**src/common/accstk_defs.svh**
```systemverilog
`ifndef ACCSTK_DEFS_SVH
`define ACCSTK_DEFS_SVH
// ----------------------------------------
// Widths and reset values
// ----------------------------------------
`define ACCSTK_ACC_W 32
`define ACCSTK_WORD_W 16
`define ACCSTK_DEPTH 8
`define ACCSTK_ACC_RST 32'h0000_0000
`define ACCSTK_SIGN_BIT 31
`endif

```
**src/common/accstk_pkg.sv**
```systemverilog
`include "accstk_defs.svh"
package accstk_pkg;
	// Operation codes from the sequencer
	typedef enum logic [2:0] {
		ACCSTK_OP_NONE = 3'h0,
		ACCSTK_OP_LOAD_SINGLE = 3'h1,
		ACCSTK_OP_LOAD_DOUBLE = 3'h2,
		ACCSTK_OP_STORE = 3'h3,
		ACCSTK_OP_RESULT = 3'h4,
		ACCSTK_OP_POP = 3'h5
	} accstk_op_t;
	// One request per cycle
	typedef struct packed {
		accstk_op_t op;
		logic [`ACCSTK_ACC_W-1:0] data;
	} accstk_req_t;
	// Observable state
	typedef struct packed {
		logic [`ACCSTK_ACC_W-1:0] acc;
		logic [`ACCSTK_ACC_W-1:0] top;
		logic negative;
		logic zero;
	} accstk_stat_t;
endpackage

```
**src/hw/accstk_top.sv**
```systemverilog
`timescale 1ns/1ps
`include "accstk_defs.svh"
module accstk_top #(
	parameter int ACC_W = `ACCSTK_ACC_W,
	parameter int DEPTH = `ACCSTK_DEPTH
) (
	input wire logic CLK_SYS,
	input wire logic RST_N,
	input wire accstk_pkg::accstk_req_t REQ,
	input wire logic SCAN_END,
	output accstk_pkg::accstk_stat_t STAT
);
	import accstk_pkg::*;

	// ----------------------------------------
	// Storage
	// ----------------------------------------
	logic [ACC_W-1:0] acc_reg;
	logic [ACC_W-1:0] acc_next;
	logic [ACC_W-1:0] stk_reg [DEPTH];
	logic [ACC_W-1:0] stk_next [DEPTH];
	logic armed_reg; // A load seen since the last store or scan end
	logic armed_next;
	logic zero_reg;
	logic zero_next;

	// ----------------------------------------
	// Decode
	// ----------------------------------------
	wire is_ld1 = (REQ.op == ACCSTK_OP_LOAD_SINGLE);
	wire is_ld2 = (REQ.op == ACCSTK_OP_LOAD_DOUBLE);
	wire is_load = is_ld1 | is_ld2;
	wire is_store = (REQ.op == ACCSTK_OP_STORE);
	wire is_res = (REQ.op == ACCSTK_OP_RESULT);
	wire is_pop = (REQ.op == ACCSTK_OP_POP);
	// Push only when a load follows a load with no store between
	wire do_push = is_load & armed_reg;
	// Single word keeps the upper half clear; double takes all 32 bits
	wire [ACC_W-1:0] ld_val = is_ld1 ?
		{{(ACC_W-`ACCSTK_WORD_W){1'b0}}, REQ.data[`ACCSTK_WORD_W-1:0]} :
		REQ.data;
	wire writes_acc = is_load | is_res | is_pop;

	// Accumulator next value; scan end wins so no accumulator value survives the scan
	always_comb begin
		acc_next = acc_reg;
		if (SCAN_END) begin
			acc_next = `ACCSTK_ACC_RST;
		end else if (is_load) begin
			acc_next = ld_val;
		end else if (is_res) begin
			acc_next = REQ.data;
		end else if (is_pop) begin
			acc_next = stk_reg[0];
		end
	end

	// Pending-push tracking; a new scan starts unarmed
	always_comb begin
		armed_next = armed_reg;
		if (SCAN_END || is_store) begin
			armed_next = 1'b0;
		end else if (is_load) begin
			armed_next = 1'b1;
		end
	end

	// Zero flag updates on operations that load the accumulator and clears at scan end
	always_comb begin
		zero_next = zero_reg;
		if (SCAN_END) begin
			zero_next = 1'b0;
		end else if (writes_acc) begin
			zero_next = (acc_next == '0);
		end
	end

	// ----------------------------------------
	// Stack levels, one generate entry each
	// ----------------------------------------
	genvar g;
	generate
		for (g = 0; g < DEPTH; g++) begin : g_lvl
			// Neighbour values; edge levels take the accumulator or zero,
			// chosen at elaboration so no index ever leaves the array
			wire [ACC_W-1:0] from_above;
			wire [ACC_W-1:0] from_below;
			if (g == 0) begin : g_first
				assign from_above = acc_reg;
			end else begin : g_inner_up
				assign from_above = stk_reg[g-1];
			end
			if (g == DEPTH-1) begin : g_last
				assign from_below = '0;
			end else begin : g_inner_dn
				assign from_below = stk_reg[g+1];
			end
			// Deepest old value simply falls off on a push
			always_comb begin
				stk_next[g] = stk_reg[g];
				if (!SCAN_END && do_push) begin
					stk_next[g] = from_above;
				end else if (!SCAN_END && is_pop) begin
					stk_next[g] = from_below;
				end
			end
			always_ff @(posedge CLK_SYS) begin
				if (!RST_N) begin
					stk_reg[g] <= '0;
				end else begin
					stk_reg[g] <= stk_next[g];
				end
			end
		end
	endgenerate

	// Core registers
	always_ff @(posedge CLK_SYS) begin
		if (!RST_N) begin
			acc_reg <= `ACCSTK_ACC_RST;
			armed_reg <= 1'b0;
			zero_reg <= 1'b0;
		end else begin
			acc_reg <= acc_next;
			armed_reg <= armed_next;
			zero_reg <= zero_next;
		end
	end

	// ----------------------------------------
	// Outputs
	// ----------------------------------------
	assign STAT.acc = acc_reg;
	assign STAT.top = stk_reg[0];
	assign STAT.negative = acc_reg[`ACCSTK_SIGN_BIT];
	assign STAT.zero = zero_reg;

	// ----------------------------------------
	// Checks
	// ----------------------------------------
	AST_ACC_CLEAR: assert property (@(posedge CLK_SYS) disable iff (!RST_N)
		SCAN_END |=> acc_reg == '0)
		else $error("accumulator not cleared at scan end");
	AST_LD1_HIGH: assert property (@(posedge CLK_SYS) disable iff (!RST_N)
		is_ld1 && !SCAN_END |=> acc_reg == {16'h0000, $past(REQ.data[15:0])})
		else $error("single load wrong value");
	AST_LD2_FULL: assert property (@(posedge CLK_SYS) disable iff (!RST_N)
		is_ld2 && !SCAN_END |=> acc_reg == $past(REQ.data))
		else $error("double load wrong value");
	AST_RESULT: assert property (@(posedge CLK_SYS) disable iff (!RST_N)
		is_res && !SCAN_END |=> acc_reg == $past(REQ.data))
		else $error("result not written");
	AST_PUSH: assert property (@(posedge CLK_SYS) disable iff (!RST_N)
		do_push && !SCAN_END |=> stk_reg[0] == $past(acc_reg) &&
		stk_reg[DEPTH-1] == $past(stk_reg[DEPTH-2]))
		else $error("push did not shift stack");
	AST_FIRST_NOPUSH: assert property (@(posedge CLK_SYS) disable iff (!RST_N)
		is_load && !armed_reg |=> stk_reg[0] == $past(stk_reg[0]))
		else $error("first load pushed");
	// A store must leave no push pending in the cycle after it
	AST_STORE_DISARM: assert property (@(posedge CLK_SYS) disable iff (!RST_N)
		is_store |=> !armed_reg)
		else $error("store left push pending");
	AST_POP: assert property (@(posedge CLK_SYS) disable iff (!RST_N)
		is_pop && !SCAN_END |=> acc_reg == $past(stk_reg[0]) &&
		stk_reg[0] == $past(stk_reg[1]) && stk_reg[DEPTH-1] == '0)
		else $error("pop wrong");
	// Sign seen on the flag must be the sign of the written result
	AST_NEG: assert property (@(posedge CLK_SYS) disable iff (!RST_N)
		is_res && !SCAN_END |=> STAT.negative == $past(REQ.data[31]))
		else $error("negative flag wrong");
	AST_ZERO: assert property (@(posedge CLK_SYS) disable iff (!RST_N)
		writes_acc && !SCAN_END |=> zero_reg == (acc_reg == '0))
		else $error("zero flag wrong");
	COV_PUSH: cover property (@(posedge CLK_SYS) disable iff (!RST_N) do_push);
	COV_POP: cover property (@(posedge CLK_SYS) disable iff (!RST_N)
		do_push ##1 is_pop);
	COV_STORE: cover property (@(posedge CLK_SYS) disable iff (!RST_N)
		is_load ##1 is_store ##1 is_load);

	// ----------------------------------------
	// Check helpers
	// ----------------------------------------
	// Occupancy tracker, read only by the checks below; it saturates
	// because the stack itself keeps no count of lost entries
	localparam int FILL_W = $clog2(DEPTH + 1);
	logic [FILL_W-1:0] fill_reg;
	logic [FILL_W-1:0] fill_next;
	wire fill_full = (fill_reg == FILL_W'(DEPTH));
	wire fill_empty = (fill_reg == '0);

	// Count up on push, down on pop; scan end leaves the stack alone
	always_comb begin
		fill_next = fill_reg;
		if (!SCAN_END && do_push && !fill_full) begin
			fill_next = fill_reg + 1'b1;
		end else if (!SCAN_END && is_pop && !fill_empty) begin
			fill_next = fill_reg - 1'b1;
		end
	end

	// Tracker register
	always_ff @(posedge CLK_SYS) begin
		if (!RST_N) begin
			fill_reg <= '0;
		end else begin
			fill_reg <= fill_next;
		end
	end

	// ----------------------------------------
	// Further checks
	// ----------------------------------------
	// Every level moves on push and pop, not only the ends
	for (genvar h = 1; h < DEPTH; h++) begin : g_chk
		AST_LVL_PUSH: assert property (@(posedge CLK_SYS)
			disable iff (!RST_N)
			do_push && !SCAN_END |=> stk_reg[h] == $past(stk_reg[h-1]))
			else $error("push skipped a level");
		AST_LVL_POP: assert property (@(posedge CLK_SYS)
			disable iff (!RST_N)
			is_pop && !SCAN_END |=> stk_reg[h-1] == $past(stk_reg[h]))
			else $error("pop skipped a level");
	end

	// Pending push bookkeeping
	AST_LOAD_ARMS: assert property (@(posedge CLK_SYS) disable iff (!RST_N)
		is_load && !SCAN_END |=> armed_reg)
		else $error("load did not arm push");
	AST_POP_ARM: assert property (@(posedge CLK_SYS) disable iff (!RST_N)
		is_pop && !SCAN_END |=> armed_reg == $past(armed_reg))
		else $error("pop changed pending push");
	AST_STORE_HOLD: assert property (@(posedge CLK_SYS) disable iff (!RST_N)
		is_store && !SCAN_END |=> acc_reg == $past(acc_reg) &&
		stk_reg[0] == $past(stk_reg[0]))
		else $error("store moved data");
	AST_RES_NOPUSH: assert property (@(posedge CLK_SYS) disable iff (!RST_N)
		is_res && !SCAN_END |=> stk_reg[0] == $past(stk_reg[0]) &&
		armed_reg == $past(armed_reg))
		else $error("result touched stack");

	// Scan end clears the accumulator side only
	AST_SCAN_DISARM: assert property (@(posedge CLK_SYS) disable iff (!RST_N)
		SCAN_END |=> !armed_reg && !zero_reg &&
		stk_reg[0] == $past(stk_reg[0]))
		else $error("scan end state wrong");
	AST_IDLE_HOLD: assert property (@(posedge CLK_SYS) disable iff (!RST_N)
		REQ.op == ACCSTK_OP_NONE && !SCAN_END |=>
		acc_reg == $past(acc_reg) && stk_reg[0] == $past(stk_reg[0]))
		else $error("idle cycle changed state");

	// Overflow and underflow ends
	AST_FULL_DROP: assert property (@(posedge CLK_SYS) disable iff (!RST_N)
		do_push && !SCAN_END && fill_full |=>
		stk_reg[DEPTH-1] == $past(stk_reg[DEPTH-2]))
		else $error("deepest level kept on overflow");
	AST_EMPTY_POP: assert property (@(posedge CLK_SYS) disable iff (!RST_N)
		is_pop && !SCAN_END && fill_empty |=> acc_reg == '0)
		else $error("pop of empty stack not zero");

	// Flags after loads
	AST_ZERO_LOAD: assert property (@(posedge CLK_SYS) disable iff (!RST_N)
		is_load && !SCAN_END && ld_val == '0 |=> STAT.zero)
		else $error("zero load left flag low");
	AST_NEG_LD2: assert property (@(posedge CLK_SYS) disable iff (!RST_N)
		is_ld2 && !SCAN_END |=>
		STAT.negative == $past(REQ.data[`ACCSTK_SIGN_BIT]))
		else $error("double load sign wrong");
	AST_LD1_POS: assert property (@(posedge CLK_SYS) disable iff (!RST_N)
		is_ld1 && !SCAN_END |=> !STAT.negative)
		else $error("single load set sign");

	// Overflow and empty-pop scenarios are reached
	COV_FULL_PUSH: cover property (@(posedge CLK_SYS) disable iff (!RST_N)
		do_push && fill_full);
	COV_EMPTY_POP: cover property (@(posedge CLK_SYS) disable iff (!RST_N)
		is_pop && fill_empty);
endmodule

```
**config.mk**
```make
export PLATFORM = sky130hd
export DESIGN_NAME = accstk_top
export DESIGN_NICKNAME = d
export VERILOG_FILES = /design/src/common/accstk_pkg.sv /design/src/hw/accstk_top.sv
export VERILOG_INCLUDE_DIRS = /design/src /design/src/common
export SDC_FILE = /design/constraint.sdc
export NUM_CORES = 1
export LEC_CHECK = 0
export ABC_AREA = 1
export ABC_CLOCK_PERIOD_IN_PS = 2300
export BUFFER_PORTS_ARGS = -buffer_cell sky130_fd_sc_hd__buf_2
export CAP_MARGIN = 5
export CORE_MARGIN = 4
export CORE_UTILIZATION = 58
export CTS_BUF_LIST = sky130_fd_sc_hd__clkbuf_4 sky130_fd_sc_hd__clkbuf_8 sky130_fd_sc_hd__clkbuf_16
export CTS_CLUSTER_DIAMETER = 100
export DETAILED_ROUTE_END_ITERATION = 7
export GPL_TIMING_DRIVEN = 0
export PLACE_DENSITY_LB_ADDON = 0.05
export RECOVER_POWER = 100
export SKIP_LAST_GASP = 1
export SLEW_MARGIN = 10
export SYNTH_ARGS = -nofsm -noshare
export SYNTH_HDL_FRONTEND = slang
export SYNTH_SLANG_ARGS = --single-unit
```
**constraint.sdc**
```tcl
create_clock -name CLK_SYS -period 2.3 [get_ports CLK_SYS]
set_input_delay 0.345 -clock CLK_SYS [delete_from_list [all_inputs] [get_ports CLK_SYS]]
set_output_delay 0.345 -clock CLK_SYS [all_outputs]
set_load 0.03 [all_outputs]
```
# Word level (Yosys, flattened, before mapping)
# Memories as Yosys holds them, arrays and structs flattened.
# Cells that the tools add are included.
[op_classes]
eq_ne = 5
mux = 31
bitwise = 13
reduce_logical = 7
[op_table]
columns = ["cell", "count"]
rows = [
  ["32-bit two-way mux", 29],
  ["32-bit zero test", 1],
  ["1-bit bitwise OR", 11],
  ["3-bit by 2-bit equality test with 1-bit output, second input constant", 2],
  ["3-bit equality test, second input constant", 2],
  ["2-bit OR reduction", 2],
  ["3-bit by 1-bit equality test with 1-bit output, second input constant", 1],
  ["1-bit logical AND", 2],
  ["1-bit two-way mux", 2],
  ["1-bit bitwise AND", 1],
  ["1-bit zero test", 1],
  ["1-bit logical OR", 1],
  ["1-bit NOT", 1],
]
[totals]
register_bits = 34
mem_bits_rw = 256
out_inout_bits = 66
word_cells = 60
memories = 1
[memory_table]
columns = ["name", "depth", "width", "read_ports", "rd_ports_with_merged_regs", "wr", "line", "source"]
rows = [
  ["stk_reg", 8, 32, 8, 0, 8, "accstk_top.sv:20", "logic [ACC_W-1:0] stk_reg [DEPTH];"],
]

# Logic depth before layout (Yosys ltp)
[depth]
depth_word = 6
mapped_depth = 14
ltp_nobuf = 13

# Worst setup path after synthesis
# No wires, ideal clock.
[synth_timing]
path_type = "input to register"
startpoint = "input REQ[34] (netlist name)"
endpoint = "memory stk_reg[0][0] (netlist name)"
setup_ns = 0.128
arrival_ns = 1.621
required_ns = 2.172
slack_ns = 0.552
path_stages = 11
n_path_buf = 3
path_cell_list = "buf_2 inv_2 nand2_2 nor2_8 nand3_2 inv_4 nor2_4 buf_6 buf_2 a221oi_1 nor2_1"
[synth_rtl]
columns = ["element", "line", "source"]
rows = [
  ["from (decl)", "accstk_top.sv:9", "input wire accstk_pkg::accstk_req_t REQ,"],
  ["to (decl)", "accstk_top.sv:20", ""],
]

==> impl_results.md <==
- Port Buffers: 101
- Yosys top cell by area: dfxtp_1
- CP Class: primary input to flop
- Peak Freq: ~520 MHz
- Mapped Area: ~13000 µm²
- Hold Path Class: primary input to flop
- Internal Power: about 0.0083 W
- CP Capture Type: flop
- Largest fanout on the critical path: 10
- Critical Path RT: about 2.7 ns
- Root Buffer: clkbuf_16
- H-tree depth: 1
- Row cnt: 53
- Fillers: between 1500 and 2000
- Clock network fraction of design power: 0.456
- Vias: roughly 12000
- Clock Tree Buf Depth: 3
- Syn_nets: roughly 1700
- Max FFs per register: 256
- Mapped Cells: around 1700
- Peak VDD IR: 0.000544 V
- Clock transition at path regs: ~0.06 ns
- Area grow syn2layout: 14.1%
- Synth Area in Adders: 0
- Slew Limit Fails: 0
- Vias per std cell: 5.62
- Count leader, synth: nor2_1
- Total track usage: 0.294
- Mux share of post-synthesis cell area: 0
- Final WL: 36.3 mm
- Avg Synthesized Cell Area: roughly 7.4 µm²
- Pin count of the biggest net entering global routing: 15
- Worst slew pin tran: about 0.8 ns
- First-pass GRT wire length: slightly below 60 mm
- 1st-iter DRT viols: about 1200
- Pwr/cell area: 755 nW/µm²
- TritonCTS Buffers: 30
- DRC: 0
- Die width: between 150 and 200 µm
- Final hold violation count: 0
- EDFF count, synth: 0
- Cell Area, Placed: ~13000 µm²
- RSZ-0062 raised after global routing: false
- Reg2reg setup slack: roughly 0.60 ns
- # hold bufs at CTS: 0
- Clock skew: roughly 0.011 ns
- Post CTS Setup Buffer Count: 0
- Setup tns final: 0 ns
- Initial Utilization: 0.592
- Worst Hold Launch: RST_N
- Core area: about 21000 µm²
- # nets final: between 1500 and 2000
- Sw frac: 0.234
- Total gr overflow: 0
- Reg power frac: 0.474
- Ys Warns: 0
- Final Worst Setup Slack: slightly below 0.4 ns
- Final ANT Viol Nets: 0
- Synth Area in XOR/XNOR: 0
- Crit path DAT: 2.32 ns
- Sw Pwr: roughly 0.0025 W
- Die Y: about 150 µm
- Synth unique cells: 30
- DR pass1 iterations: 5
- Kind of start point of the critical path: primary input
- Synth top cells by count: nor2_1 (319), dfxtp_1 (290), nand2_1 (218)
- Gate power share: 0.070
- Async S/R FF share, synth: 0
- Clk sinks: 290
- Run status: completed
- Share of the synthesized area in the top cell type: 0.463
- Setup violations, final: 0
- Synthesized flop and latch total: between 200 and 300
- Clk Latency, worst-skew pair: 0.54 ns
- R2R Path End: stk_reg[0][5]
- Simple-Gate Fraction of Synth Area: 0.194
- Synth area leaders: dfxtp_1 (46%), nor2_1 (9.6%), a221oi_1 (7.3%)
- Worst slew margin: 0.479
- Vias in the first global route: 11300
- Largest family of logic cells by synthesized area: compound AO/OA/AOI/OAI gates
- Sequential area share after synthesis: 0.463
- Max Cap Viol: 0
- RePlAce Congestion: roughly 0.93
- Minimum clock period: ~1.9 ns
- Post-place setup slack: roughly 0.0032 ns
- Compound-Gate Fraction of Synth Area: 0.224
- Hold Path Depth: 3
- FF-to-FF path depth: 7
- Top_reg_cell synth: dfxtp_1
- # resized after CTS: 0
- Layout cell share with drive strength beyond 1: 0.0871
- Post-route cell area: between 10000 and 15000 µm²
- R2r startpoint: armed_reg
- LEAKAGE: 5.17 nW
- N_diodes: 0
- IO Pins: 104
- CTS tree: built
- Hold path endpoint: zero_reg
- Initial antenna violation count: 0
- Placed wire-length estimate: about 28 mm
- WL/cell: 17.1 µm
- Fin crit share: 0.833
- Die Footprint: roughly 24000 µm²
## layer usage
metal	wire length (µm)	GRT usage
met2	16200	0.478
met5	0	0
met4	587	0.0677
met3	3020	0.0503
met1	16500	0.412
## how the worst max path moves through the flow
stage	startpoint	to	depth (start not counted)
after detailed placement	REQ[34]	stk_reg[1][62]	9
after CTS	REQ[34]	stk_reg[1][62]	9
after floorplan	REQ[34]	stk_reg[0][0]	11
final	REQ[33]	stk_reg[1][62]	10
after global placement	REQ[34]	stk_reg[1][62]	9
after global routing	REQ[33]	stk_reg[0][1]	10
## critical path: stages
cell and delay, ns:
clkbuf_1 0.22, inv_1 0.14, nand3_2 0.13, nor2_4 0.10, inv_1 0.09, clkbuf_1 0.44
clkbuf_1 0.52, o22ai_1 0.14, a21oi_1 0.14, nor2_1 0.05
## cell usage in the layout (no fill, tap or decap), types with 10 or more instances in the layout
| cell type | n |
|---|---|
| nand3_1 | 47 |
| o21ai_1 | 11 |
| buf_2 | 68 |
| dfxtp_1 | 290 |
| nor2_1 | 319 |
| clkbuf_8 | 10 |
| a221oi_1 | 106 |
| a21oi_1 | 170 |
| o22ai_1 | 117 |
| o21ai_0 | 41 |
| inv_1 | 213 |
| clkbuf_16 | 31 |
| buf_4 | 14 |
| nand2_1 | 219 |
| clkbuf_1 | 146 |
## power by group through the flow
stage	sequential (W)	clock (W)	combinational, W
global route	0.00512	0.00518	0.000824
CTS	0.00512	0.00495	0.000758
detailed placement	0.00523	0	0.000754
finish	0.00512	0.00492	0.000752
floorplan	0.00528	0	0.000457
global placement	0.00523	0	0.000749
## kinds of logic after synthesis
| kind of cell | count (synthesis) |
|---|---|
| AOI/OAI and AO/OA | 447 |
| buffers and inverters | 351 |
| and+or+nand+nor | 604 |
| DFF | 290 |
## per-stage QoR
step / total power [W] / instances / util / hold WS, ns
2_1_floorplan: 0.00573 / 1692 / - / 0.437
3_3_place_gp: 0.00598 / 2068 / 0.633 / 0.445
3_5_place_dp: 0.00598 / 2068 / 0.633 / 0.450
4_1_cts: 0.0108 / 2123 / 0.681 / 0.114
5_1_grt: 0.0111 / 2123 / 0.676 / 0.135
6_report: 0.0108 / 2123 / 0.676 / 0.128
## cell type report
| cell class | count | area [µm²] | area share |
|---|---|---|---|
| sequential | 290 | 5810 | 0.406 |
| multi-input combinational | 1051 | 5230 | 0.366 |
| clock buffer | 49 | 973 | 0.0681 |
| inverter | 216 | 813 | 0.0569 |
| buffer | 135 | 656 | 0.0459 |
| timing repair buffer | 101 | 420 | 0.0294 |
| tap | 275 | 344 | 0.0241 |
| clock inverter | 6 | 55.1 | 0.00385 |
Power figures use the tool's default switching activity.
